**src/tsp_defs.vh**
```
// register map, field positions, reset values and timing counts
`ifndef TSP_DEFS_VH
`define TSP_DEFS_VH

// -------------------------------------------------------------
// register indices (byte address is four times the index)
// -------------------------------------------------------------
`define TSP_IDX_TIMER_COUNT   8'h01
`define TSP_IDX_INT_CONTROL   8'h0B
`define TSP_IDX_PRESCALE_CFG  8'h81
`define TSP_IDX_PORT_A_DIR    8'h85

// -------------------------------------------------------------
// field positions
// -------------------------------------------------------------
`define TSP_CFG_CLOCK_SOURCE  5
`define TSP_CFG_EDGE_SELECT   4
`define TSP_CFG_ASSIGNMENT    3
`define TSP_CFG_RATIO_MSB     2
`define TSP_CFG_RATIO_LSB     0
`define TSP_INT_IRQ_ENABLE    5
`define TSP_INT_OVF_FLAG      2
`define TSP_PORTA_MSB         4

// -------------------------------------------------------------
// reset values
// -------------------------------------------------------------
`define TSP_RST_TIMER_COUNT   8'h00
`define TSP_RST_INT_CONTROL   8'h00
`define TSP_RST_PRESCALE_CFG  8'hFF
`define TSP_RST_PORT_A_DIR    5'h1F
`define TSP_COUNT_MAX         8'hFF

// -------------------------------------------------------------
// timing: one mclk is one oscillator period, four make a cycle
// -------------------------------------------------------------
`define TSP_PHASE_Q2          2'h1
`define TSP_PHASE_Q4          2'h3
`define TSP_WRITE_INHIBIT     2'h2

`endif

```
**src/tsp_timer.v**
```verilog
// 8-bit timer/counter with shared prescaler, Avalon-MM register slave
// Operation
// - clock-source bit zero selects timer mode from instruction cycles.
// - timer mode without prescaler adds one per instruction cycle.
// - a count write blocks counting for two cycles, then continues.
// - clock-source bit one counts edges of the counter input pin.
// - edge-select zero counts rising edges, one counts falling edges.
// - assignment bit zero gives divider to timer, one to watchdog.
// - software can neither read nor write the divider count.
// - divider on timer divides by 2 up to 256 by ratio field.
// - count rolling from FF to 00 sets the overflow flag.
// - interrupt request only while enable and overflow flag both set.
// - hardware never clears the flag; software clears it first.
// - timer stops during sleep, so overflow never wakes the cpu.
// - external source is sampled at Q2 and Q4 of each cycle.
// - with prescaler pin is divided first; period over 4Tosc/ratio.
// - counter mode updates count only after the sampling stage.
// - one 8-bit divider serves timer or watchdog, never both.
// - divider on timer is cleared by every count write.
// - divider on watchdog is cleared by the watchdog clear.
// - assignment and ratio may change anytime and act at once.
`timescale 1ns/1ps
`include "tsp_defs.vh"

module tsp_timer (
  mclk,
  rst_n,
  avs_address,
  avs_read,
  avs_write,
  avs_writedata,
  avs_byteenable,
  avs_readdata,
  avs_waitrequest,
  counter_input_pin,
  sleep_mode,
  watchdog_tick,
  watchdog_clear_instruction,
  watchdog_tick_scaled,
  timer_irq,
  port_a_direction
);
  input  wire        mclk;
  input  wire        rst_n;
  input  wire [9:0]  avs_address;
  input  wire        avs_read;
  input  wire        avs_write;
  input  wire [31:0] avs_writedata;
  input  wire [3:0]  avs_byteenable;
  output reg  [31:0] avs_readdata;
  output wire        avs_waitrequest;
  input  wire        counter_input_pin;
  input  wire        sleep_mode;
  input  wire        watchdog_tick;
  input  wire        watchdog_clear_instruction;
  output wire        watchdog_tick_scaled;
  output reg         timer_irq;
  output wire [4:0]  port_a_direction;

  // -------------------------------------------------------------
  // declarations
  // -------------------------------------------------------------
  reg        ack_reg;
  reg  [7:0] timer_count_reg;
  reg  [7:0] timer_count_next;
  reg  [7:0] int_control_reg;
  reg  [7:0] int_control_next;
  reg  [7:0] prescale_cfg_reg;
  reg  [4:0] port_a_dir_reg;
  reg  [1:0] phase_reg;
  reg  [1:0] inhibit_reg;
  reg  [1:0] inhibit_next;
  reg        pin_meta_reg;
  reg        pin_sync_reg;
  reg        pin_prev_reg;
  reg        pend_reg;
  reg        sampled_reg;
  reg  [7:0] read_value;

  wire       req;
  wire       wr_fire;
  wire [7:0] idx;
  wire [7:0] wdata;
  wire       wr_count;
  wire       wr_intctl;
  wire       wr_cfg;
  wire       wr_porta;
  wire       clock_source_select;
  wire       edge_select;
  wire       divider_assignment;
  wire [2:0] divider_ratio_field;
  wire       instr_tick;
  wire       sample_now;
  wire       pin_rise;
  wire       pin_fall;
  wire       ext_edge;
  wire       src_tick;
  wire       div_in;
  wire       div_out;
  wire       div_clear;
  wire [3:0] div_log2;
  wire       timer_pulse;
  wire       inc_pulse;
  wire       inc_en;
  wire       overflow;

  // -------------------------------------------------------------
  // bus slave: one wait cycle, then the answer
  // -------------------------------------------------------------
  function is_idx;
    input [9:0] addr;
    input [7:0] index;
    begin
      is_idx = (addr[1:0] == 2'h0) && (addr[9:2] == index);
    end
  endfunction

  assign req             = avs_read | avs_write;
  assign avs_waitrequest = req & ~ack_reg;
  assign wr_fire         = avs_write & ~avs_waitrequest & avs_byteenable[0];
  assign idx             = avs_address[9:2];
  assign wdata           = avs_writedata[7:0];
  assign wr_count  = wr_fire & is_idx(avs_address, `TSP_IDX_TIMER_COUNT);
  assign wr_intctl = wr_fire & is_idx(avs_address, `TSP_IDX_INT_CONTROL);
  assign wr_cfg    = wr_fire & is_idx(avs_address, `TSP_IDX_PRESCALE_CFG);
  assign wr_porta  = wr_fire & is_idx(avs_address, `TSP_IDX_PORT_A_DIR);

  // divider count has no address at all
  always @* begin
    read_value = 8'h00;
    if (avs_address[1:0] == 2'h0) begin
      case (idx)
        `TSP_IDX_TIMER_COUNT: begin
          read_value = timer_count_reg;
        end
        `TSP_IDX_INT_CONTROL: begin
          read_value = int_control_reg;
        end
        `TSP_IDX_PRESCALE_CFG: begin
          read_value = prescale_cfg_reg;
        end
        `TSP_IDX_PORT_A_DIR: begin
          read_value = {3'h0, port_a_dir_reg};
        end
        default: begin
          read_value = 8'h00;
        end
      endcase
    end
  end

  always @(posedge mclk or negedge rst_n) begin
    if (!rst_n) begin
      ack_reg      <= 1'b0;
      avs_readdata <= 32'h00000000;
    end else begin
      ack_reg <= req & ~ack_reg;
      if (avs_read & ~ack_reg) begin
        avs_readdata <= {24'h000000, read_value};
      end
    end
  end

  // -------------------------------------------------------------
  // configuration registers
  // -------------------------------------------------------------
  // new assignment and ratio act on the very next edge
  assign clock_source_select = prescale_cfg_reg[`TSP_CFG_CLOCK_SOURCE];
  assign edge_select         = prescale_cfg_reg[`TSP_CFG_EDGE_SELECT];
  assign divider_assignment  = prescale_cfg_reg[`TSP_CFG_ASSIGNMENT];
  assign divider_ratio_field =
    prescale_cfg_reg[`TSP_CFG_RATIO_MSB:`TSP_CFG_RATIO_LSB];
  assign port_a_direction    = port_a_dir_reg;

  always @(posedge mclk or negedge rst_n) begin
    if (!rst_n) begin
      prescale_cfg_reg <= `TSP_RST_PRESCALE_CFG;
      port_a_dir_reg   <= `TSP_RST_PORT_A_DIR;
    end else begin
      if (wr_cfg) begin
        prescale_cfg_reg <= wdata;
      end
      if (wr_porta) begin
        port_a_dir_reg <= wdata[`TSP_PORTA_MSB:0];
      end
    end
  end

  // -------------------------------------------------------------
  // phase clocks: Q1..Q4 make one instruction cycle
  // -------------------------------------------------------------
  assign instr_tick = (phase_reg == `TSP_PHASE_Q4);
  assign sample_now = (phase_reg == `TSP_PHASE_Q2) | instr_tick;

  always @(posedge mclk or negedge rst_n) begin
    if (!rst_n) begin
      phase_reg <= 2'h0;
    end else begin
      phase_reg <= phase_reg + 2'h1;
    end
  end

  // -------------------------------------------------------------
  // counter input pin: synchroniser and edge select
  // -------------------------------------------------------------
  always @(posedge mclk or negedge rst_n) begin
    if (!rst_n) begin
      pin_meta_reg <= 1'b0;
      pin_sync_reg <= 1'b0;
      pin_prev_reg <= 1'b0;
    end else begin
      pin_meta_reg <= counter_input_pin;
      pin_sync_reg <= pin_meta_reg;
      pin_prev_reg <= pin_sync_reg;
    end
  end

  assign pin_rise = pin_sync_reg & ~pin_prev_reg;
  assign pin_fall = ~pin_sync_reg & pin_prev_reg;
  assign ext_edge = edge_select ? pin_fall : pin_rise;

  // timer mode counts cycles, counter mode counts pin edges
  // nothing is counted in sleep
  assign src_tick = ~sleep_mode & (clock_source_select ? ext_edge
                                                       : instr_tick);

  // -------------------------------------------------------------
  // shared divider
  // -------------------------------------------------------------
  // one divider, fed by exactly one user
  assign div_in = divider_assignment ? watchdog_tick : src_tick;

  // timer ratios 1:2..1:256, watchdog 1:1..1:128
  assign div_log2 = divider_assignment ? {1'b0, divider_ratio_field}
                                       : {1'b0, divider_ratio_field}
                                         + 4'h1;

  // count write clears it on timer watchdog clear on
  // watchdog
  assign div_clear = divider_assignment ? watchdog_clear_instruction
                                        : wr_count;

  // with the divider on the timer, pin edges are divided before the sampling stage
  tsp_divider u_divider (
    .mclk     (mclk),
    .rst_n    (rst_n),
    .clear    (div_clear),
    .tick_in  (div_in),
    .div_log2 (div_log2),
    .tick_out (div_out)
  );

  assign watchdog_tick_scaled = divider_assignment ? div_out
                                                   : watchdog_tick;
  assign timer_pulse = divider_assignment ? src_tick : div_out;

  // -------------------------------------------------------------
  // sampling stage for the external source
  // -------------------------------------------------------------
  // hold the timer pulse (divider output, or pin edge with divider on watchdog) until the next Q2 or Q4
  always @(posedge mclk or negedge rst_n) begin
    if (!rst_n) begin
      pend_reg    <= 1'b0;
      sampled_reg <= 1'b0;
    end else begin
      pend_reg    <= (timer_pulse & clock_source_select)
                     | (pend_reg & ~sample_now);
      sampled_reg <= pend_reg & sample_now & ~sleep_mode;
    end
  end

  // counter mode counts only the sampled pulse
  assign inc_pulse = clock_source_select ? sampled_reg : timer_pulse;

  // -------------------------------------------------------------
  // write inhibit
  // -------------------------------------------------------------
  always @* begin
    inhibit_next = inhibit_reg;
    if (wr_count) begin
      inhibit_next = `TSP_WRITE_INHIBIT;
    end else if (instr_tick && (inhibit_reg != 2'h0)) begin
      inhibit_next = inhibit_reg - 2'h1;
    end
  end

  always @(posedge mclk or negedge rst_n) begin
    if (!rst_n) begin
      inhibit_reg <= 2'h0;
    end else begin
      inhibit_reg <= inhibit_next;
    end
  end

  // -------------------------------------------------------------
  // count register
  // -------------------------------------------------------------
  // one step per accepted pulse none while inhibited
  // or asleep
  assign inc_en   = inc_pulse & ~sleep_mode & ~wr_count
                    & (inhibit_reg == 2'h0);
  assign overflow = inc_en & (timer_count_reg == `TSP_COUNT_MAX);

  always @* begin
    timer_count_next = timer_count_reg;
    if (wr_count) begin
      timer_count_next = wdata;
    end else if (inc_en) begin
      timer_count_next = timer_count_reg + 8'h01;
    end
  end

  always @(posedge mclk or negedge rst_n) begin
    if (!rst_n) begin
      timer_count_reg <= `TSP_RST_TIMER_COUNT;
    end else begin
      timer_count_reg <= timer_count_next;
    end
  end

  // -------------------------------------------------------------
  // interrupt control and request
  // -------------------------------------------------------------
  always @* begin
    int_control_next = int_control_reg;
    if (wr_intctl) begin
      int_control_next = wdata;
    end
    // set beats a software clear in the same cycle
    // and only software ever clears it
    if (overflow) begin
      int_control_next[`TSP_INT_OVF_FLAG] = 1'b1;
    end
  end

  always @(posedge mclk or negedge rst_n) begin
    if (!rst_n) begin
      int_control_reg <= `TSP_RST_INT_CONTROL;
      timer_irq       <= 1'b0;
    end else begin
      int_control_reg <= int_control_next;
      timer_irq       <= int_control_next[`TSP_INT_IRQ_ENABLE]
                         & int_control_next[`TSP_INT_OVF_FLAG];
    end
  end

endmodule

```
**src/tsp_divider.v**
```verilog
// shared 8-bit divider: timer prescaler or watchdog postscaler
`timescale 1ns/1ps

module tsp_divider (
  mclk,
  rst_n,
  clear,
  tick_in,
  div_log2,
  tick_out
);
  input  wire       mclk;
  input  wire       rst_n;
  input  wire       clear;
  input  wire       tick_in;
  input  wire [3:0] div_log2;
  output wire       tick_out;

  reg  [7:0] count_reg;
  reg  [7:0] count_next;
  wire [7:0] mask;
  wire [8:0] mask_wide;

  // -------------------------------------------------------------
  // carry detect: one output per 2**div_log2 input ticks
  // -------------------------------------------------------------
  assign mask_wide = (9'h001 << div_log2) - 9'h001;
  assign mask      = mask_wide[7:0];
  assign tick_out  = tick_in & ~clear & ((count_reg & mask) == mask);

  always @* begin
    count_next = count_reg;
    if (clear) begin
      count_next = 8'h00;
    end else if (tick_in) begin
      count_next = count_reg + 8'h01;
    end
  end

  always @(posedge mclk or negedge rst_n) begin
    if (!rst_n) begin
      count_reg <= 8'h00;
    end else begin
      count_reg <= count_next;
    end
  end

endmodule

```
**config.mk**
```make
export PLATFORM = sky130hd
export DESIGN_NAME = tsp_timer
export DESIGN_NICKNAME = d
export VERILOG_FILES = /design/src/tsp_timer.v /design/src/tsp_divider.v
export VERILOG_INCLUDE_DIRS = /design/src
export SDC_FILE = /design/constraint.sdc
export NUM_CORES = 1
export LEC_CHECK = 0
export BUFFER_PORTS_ARGS = -buffer_cell sky130_fd_sc_hd__buf_4
export CORE_ASPECT_RATIO = 2
export CORE_MARGIN = 2
export CORE_UTILIZATION = 55
export CTS_CLUSTER_DIAMETER = 30
export DETAILED_ROUTE_END_ITERATION = 16
export PLACE_DENSITY_LB_ADDON = 0.25
export SLEW_MARGIN = 30
export SYNTH_ARGS = -nofsm -noshare
export SYNTH_HDL_FRONTEND = slang
export SYNTH_SLANG_ARGS = --single-unit
```
**constraint.sdc**
```tcl
create_clock -name mclk -period 6.6 [get_ports mclk]
set_input_delay 0.66 -clock mclk [delete_from_list [all_inputs] [get_ports mclk]]
set_output_delay 0.66 -clock mclk [all_outputs]
set_load 0.02 [all_outputs]
```
==> results.toml, run 1 <==
[die]
io_pins = 94
core_um2 = 5956
die-area_um2 = 6763
start_util = 0.5620
die_w_um = 59.16
chipHeight_um = 114.3
fp-row-count = 40

[pwr]
leakagePower_nw = 1.780
p_int_mw = 0.6058
p_seq_frac = 0.492
switching_share = 0.2687
p_comb_frac = 0.147
power.switching_mw = 0.2226
peakVddDrop_v = 0.0002663
clkPwrFrac = 0.360
p_per_area_nw_per_um2 = 221.5

[sta]
slew_headroom = 0.5334
rsz0062_at_grt = "no"
report.final.slew_viol_count = 0
period_minus_slack_ns = 4.379
worst_pin_slew_ns = 0.7000
clock-skew-final_ns = 0.003685
setup_viol = 0
fmax_ghz = 0.2284
hold_viol_final = 0
min_period_over_period = 0.6635
fin_ws_ns = 2.221
tns_ns = 0

[placement]
placed_cells = 419
dpl_worst_slack_ns = 2.502
place_area_um2 = 3572
io_buffers = 42
place_congestion = 0.8762
dp_hpwl_um = 5493

[clock_network]
post_cts_buffers = 0
cts_tree = "done"
clk_latency_ns = 0.30
cts_max_path_buffers = 2
cts.sinks = 56
cts_resized = 0
ctsHtreeMaxLevel = 2
clk_pin_slew_ns = 0.07
root_buffer = "clkbuf_16"
hold_buffers = 0
cts_buffers = 5

[synthesis]
async_flop_share = 1.000
synthFlopType = "dfrtp_1"
synth-seq-area-share = 0.4236
synth-seq-cells = 56
syn_inst = 326
synth_edf_count = 0
ys_types = 61
synth-warning-count = 0
synth.avg_cell_area_um2 = 10.27
syn_area_um2 = 3347

[finish]
syn2layout_area_growth_pct = 11.74
finalInstanceArea_um2 = 3740
stdcell_count = 427
nNetsFinal = 424
drive_gt1_frac = 0.2830
antenna_cells = 0
post-route-util = 0.6279

[worst_setup_path]
critical_path_required_ns = 5.94
critPathKind = "flop to output pin"
startpoint_type = "flop"
end_kind = "output pin"
arrival_ns = 3.72
path_max_fanout = 14

[detailed_routing]
drt-vias-per-instance = 5.902
wl_per_cell_um = 16.92
post-route-drc-count = 0
postRouteAntennaNets = 0
wl_um = 7226
drt-initial-drc-count = 134
drt-pass1-iter-count = 5
vias = 2520

[global_routing]
grt_pass1_vias = 2555
grt_use_total = 0.2317
grt.busiest_layer = "met2"
grt_max_degree = 57
grt_pass1_wl_um = 11940
overflow = 0
antenna_found_initial = 0
grt_use_met3 = 0.03277
use_met2 = 0.4274
met1_usage = 0.2587

[outcome]
outcome = "complete, no violations"

[min_path]
hp-class = "flop to flop"

[run]
max-cap-violations = 0
==> worst max-delay path, stage by stage (launching register included) <==
cell	delay (ns)
dfstp_2	0.68
ha_1	0.38
nor2b_1	0.12
or2b_2	0.31
nor3_1	0.12
o21ai_0	0.10
ha_1	0.30
o21ai_0	0.07
or4b_4	0.54
a2111oi_4	0.41
nand2_1	0.10
o2bb2ai_1	0.14
buf_4	0.15
==> power groups by stage <==
stage / clock, mW / combinational [mW] / sequential [mW]
final: 0.299 / 0.122 / 0.408
after floorplan: 0 / 0.0981 / 0.403
after global placement: 0 / 0.121 / 0.411
after detailed placement: 0 / 0.123 / 0.413
after global routing: 0.317 / 0.142 / 0.410
after CTS: 0.304 / 0.124 / 0.406
==> synthesized netlist by cell type (all sizes together) (7+ instances only) <==
library cell   n  share of area
mux2          22          0.075
dfstp         13           0.10
dfrtp         43           0.32
ha             7          0.026
inv           12          0.013
a21oi         10          0.015
buf           29          0.067
a22o          16          0.042
o21ai          7          0.012
nand3         24          0.036
nand2         26          0.030
nor2          23          0.026
==> path summary, 6_finish.rpt <==
kind,from,cells past startpoint,slack (ns),end
hold reg to reg,pin_meta_reg$_DFF_PN0_,0,0.35,pin_sync_reg$_DFF_PN0_
hold / removal,pin_meta_reg$_DFF_PN0_,0,0.35,pin_sync_reg$_DFF_PN0_
max in group asynchronous,rst_n,1,5.72,avs_readdata[1]$_DFFE_PN0P_
min in group asynchronous,rst_n,1,0.40,u_divider.count_reg[3]$_DFFE_PN0P_
setup reg to reg,prescale_cfg_reg[0]$_DFFE_PN1P_,12,2.51,timer_count_reg[6]$_DFFE_PN0P_
setup / recovery,prescale_cfg_reg[0]$_DFFE_PN1P_,12,2.22,watchdog_tick_scaled
==> routing by layer <==
| metal | vias to the layer above | wire length [um] |
|---|---|---|
| met5 | - | 0 |
| met4 | 0 | 161 |
| met3 | 14 | 208 |
| met2 | 57 | 4125 |
| met1 | 1238 | 2730 |
| li1 | 1211 | - |
==> per-stage QoR <==
stage / hold WS [ns] / power (mW)
floorplan: 0.3312 / 0.5007
global placement: 0.3390 / 0.5315
detailed placement: 0.3364 / 0.5360
CTS: 0.3528 / 0.8339
global route: 0.3635 / 0.8685
finish: 0.3494 / 0.8284
==> cell families after synthesis <==
| logic type | Yosys count | synth area share |
|---|---|---|
| multiplexers | 25 | 0.08411 |
| adder cells (fa/ha/maj) | 7 | 0.02617 |
| buffers and inverters | 47 | 0.08971 |
| XOR/XNOR | 11 | 0.02878 |
| flip-flops | 56 | 0.4236 |
| other | 1 | 0.001120 |
| AO/OA/AOI/OAI | 61 | 0.1559 |
| AND/OR/NAND/NOR | 118 | 0.1907 |
==> layout by cell type, fill, tap and decap left out, types with 5 or more instances in the layout <==
master,synthesis,layout
a21oi_1,10,10
a22o_1,15,15
and3_1,5,5
buf_4,24,42
clkbuf_16,0,5
conb_1,1,24
dfrtp_1,43,43
dfstp_2,13,13
ha_1,7,7
inv_1,12,12
mux2_2,21,21
nand2_1,25,25
nand2b_1,5,5
nand3_1,24,24
nor2_1,23,23
o21ai_0,6,6
or4_1,6,6
xnor2_1,6,6
xor2_1,5,5
==> layout make-up <==
| cell class | instances | area (um^2) |
|---|---|---|
| Sequential cell | 56 | 1418 |
| Multi-Input combinational cell | 246 | 1715 |
| Tap cell | 63 | 78.83 |
| Clock buffer | 5 | 125.1 |
| Fill cell | 500 | 2216 |
| Timing Repair Buffer | 42 | 315.3 |
| Clock inverter | 3 | 42.54 |
| Inverter | 12 | 45.04 |
Note: power is estimated with default switching activity, not from simulation.
==> run 2: changes to the inputs <==
--- a/config.mk
+++ b/config.mk
@@ -6,10 +6,11 @@
 export SDC_FILE = /design/constraint.sdc
 export NUM_CORES = 1
 export LEC_CHECK = 0
+export ABC_AREA = 1
 export BUFFER_PORTS_ARGS = -buffer_cell sky130_fd_sc_hd__buf_4
 export CORE_ASPECT_RATIO = 2
 export CORE_MARGIN = 2
-export CORE_UTILIZATION = 55
+export CORE_UTILIZATION = 47
 export CTS_CLUSTER_DIAMETER = 30
 export DETAILED_ROUTE_END_ITERATION = 16
 export PLACE_DENSITY_LB_ADDON = 0.25
==> constraint.sdc (replaced) <==
create_clock -name mclk -period 4 [get_ports mclk]
set_input_delay 0.4 -clock mclk [delete_from_list [all_inputs] [get_ports mclk]]
set_output_delay 0.4 -clock mclk [all_outputs]
set_load 0.02 [all_outputs]
==> run 2 against run 1 <==
Clock-buffer cell count unchanged. Sequential share of layout area decreased by 0.92 points. Worst hold slack got worse by 0.20 ns.
==> results.toml, run 2 <==
[detailed_routing]
vias = 2793
drt-vias-per-instance = 5.023
drt-pass1-iter-count = 4
wl_per_cell_um = 13.40
wl_um = 7449
post-route-drc-count = 0
postRouteAntennaNets = 0
drt-initial-drc-count = 150

[sta]
min_period_over_period = 0.8000
fmax_ghz = 0.3125
tns_ns = 0
report.final.slew_viol_count = 0
slew_headroom = 0.4177
whs_ns = 0.1495
hold_viol_final = 0
fin_ws_ns = 0.7999
setup_viol = 0
clock-skew-final_ns = 0.005591
rsz0062_at_grt = "no"
worst_pin_slew_ns = 0.8703
period_minus_slack_ns = 3.200

[finish]
finalInstanceArea_um2 = 3832
drive_gt1_frac = 0.1974
final_cell_mix = "nand2_1 (83), inv_1 (57), o21ai_0 (48), dfrtp_1 (43), buf_4 (42)"
nNetsFinal = 526
final_common_cell = "nand2_1"
antenna_cells = 0
syn2layout_area_growth_pct = 15.67

[placement]
place_area_um2 = 3617
io_buffers = 42
dpl_worst_slack_ns = 1.139
place_congestion = 0.8780
dp_hpwl_um = 5711

[global_routing]
grt_pass1_wl_um = 12100
grt_max_degree = 57
grt_use_total = 0.1996
overflow = 0
antenna_found_initial = 0
use_met2 = 0.3671
grt_use_met3 = 0.03391
grt.busiest_layer = "met2"
grt_pass1_vias = 2628
met1_usage = 0.2180

[worst_setup_path]
crit_chain = "inv_2 > nand2_1 > nor2_1 > nor2_2 > nand2_2 > ha_1 > or2_2 > nand2_1 > a21oi_1 > nand2_1 > nor2_1 > nand3_1 > nor2_2 > nand2_1 > o21ai_0 > buf_4"
arrival_ns = 2.80
end_kind = "output pin"
path_max_fanout = 11
critical_path_required_ns = 3.60
crit_top_cell = "nand2_1"
slowest_stage = "dfstp_2"
critPathMaxStageDelay_ns = 0.69
startpoint_type = "flop"
critPathKind = "flop to output pin"

[die]
fp-row-count = 43
chipHeight_um = 122.7
io_pins = 94
die-area_um2 = 7778
core_um2 = 6887
die_w_um = 63.37
start_util = 0.4811

[clock_network]
ctsHtreeMaxLevel = 2
post_cts_buffers = 0
cts.sinks = 56
clk_pin_slew_ns = 0.07
hold_buffers = 0
root_buffer = "clkbuf_16"
cts_max_path_buffers = 2
cts_buffers = 5
cts_tree = "done"
cts_resized = 0
clk_latency_ns = 0.30

[synthesis]
synthFlopType = "dfrtp_1"
yosysMostFrequentCell = "nand2_1"
syn_inst = 423
synth-seq-area-share = 0.4279
synth-seq-cells = 56
yosysTopAreaCell = "dfrtp_1"
synth_edf_count = 0
synth_common_cells = "nand2_1 (83), inv_1 (57), o21ai_0 (48), dfrtp_1 (43), nand3_1 (36)"
ys_types = 33
synth.avg_cell_area_um2 = 7.833
syn_area_um2 = 3313
async_flop_share = 1.000
yosys.area.top_type_share = 0.3248
netlist_top_cells_area = "dfrtp_1 (32%), dfstp_2 (10%), nand2_1 (9.4%)"
synth-warning-count = 0

[pwr]
p_int_mw = 1.114
power.switching_mw = 0.3656
p_per_area_nw_per_um2 = 386.1
p_seq_frac = 0.440
peakVddDrop_v = 0.0002716
leakagePower_nw = 1.920
clkPwrFrac = 0.421
switching_share = 0.2471
power_mw = 1.480
p_comb_frac = 0.139

[outcome]
outcome = "complete, no violations"

[min_path]
hp-class = "primary input to async pin"

[run]
max-cap-violations = 0
-- run 2: changes by cell type after synthesis, moves of 7 or more --
cell / before / now
mux2_2: 21 / 0
inv_1: 12 / 57
nand3_1: 24 / 36
nor2_2: 0 / 7
a22o_1: 15 / 1
o21ai_0: 6 / 48
nand2_1: 25 / 83
-- run 2: metal layers --
metal,routed length (um),share of wire,vias to the layer above
met5,0,0,-
met4,266,0.036,0
met3,289,0.039,16
met2,4076,0.55,73
met1,2816,0.38,1296
li1,-,-,1408
-- run 2: path summary, 6_finish.rpt --
path | endpoint | from | slack (ns) | cells after the start
setup reg to reg | timer_count_reg[5]$_DFFE_PN0P_ | prescale_cfg_reg[3]$_DFFE_PN1P_ | 1.19 | 19
hold reg to reg | pin_sync_reg$_DFF_PN0_ | pin_meta_reg$_DFF_PN0_ | 0.36 | 0
hold / removal | avs_readdata[6]$_DFFE_PN0P_ | rst_n | 0.15 | 1
min in group mclk | pin_meta_reg$_DFF_PN0_ | counter_input_pin | 0.21 | 1
max in group asynchronous | phase_reg[1]$_DFF_PN0_ | rst_n | 3.38 | 1
setup / recovery | watchdog_tick_scaled | prescale_cfg_reg[3]$_DFFE_PN1P_ | 0.80 | 16
-- run 2: worst max-delay path, delay by kind of cell (launching register included) --
family	cells	cell delay [ns]
AND/OR/NAND/NOR	11	1.00
flip-flops	1	0.69
buffers and inverters	2	0.32
adder cells (fa/ha/maj)	1	0.27
AO/OA/AOI/OAI	2	0.22
-- run 2: power groups by stage --
stage	Clock, mW	Sequential (mW)	Combinational, mW
after floorplan	0	0.650	0.163
after global placement	0	0.659	0.197
after detailed placement	0	0.661	0.206
after CTS	0.632	0.650	0.208
after global routing	0.658	0.656	0.238
final	0.623	0.652	0.205
-- run 2: final cells by class --
class                      count  area, um^2
clock inverter                 3       90.09
sequential                    56        1418
tap                           90       112.6
fill                         680        3054
clock buffer                   5       125.1
timing repair buffer          42       315.3
inverter                      60       225.2
multi-input combinational    300        1546
-- run 2: logic make-up after synthesis --
kind of cell,share of synthesized area
xor gates and xnor gates,0.01322
and+or+nand+nor,0.2708
other,0.001132
buffers and inverters,0.1314
DFF,0.4279
adders and majority gates,0.02643
AOI/OAI and AO/OA,0.1292
-- run 2: per-stage QoR --
stage / util / std cells
2_1_floorplan: - / 446
3_3_place_gp: 0.5253 / 548
3_5_place_dp: 0.5253 / 548
4_1_cts: 0.5565 / 556
5_1_grt: 0.5565 / 556
6_report: 0.5565 / 556
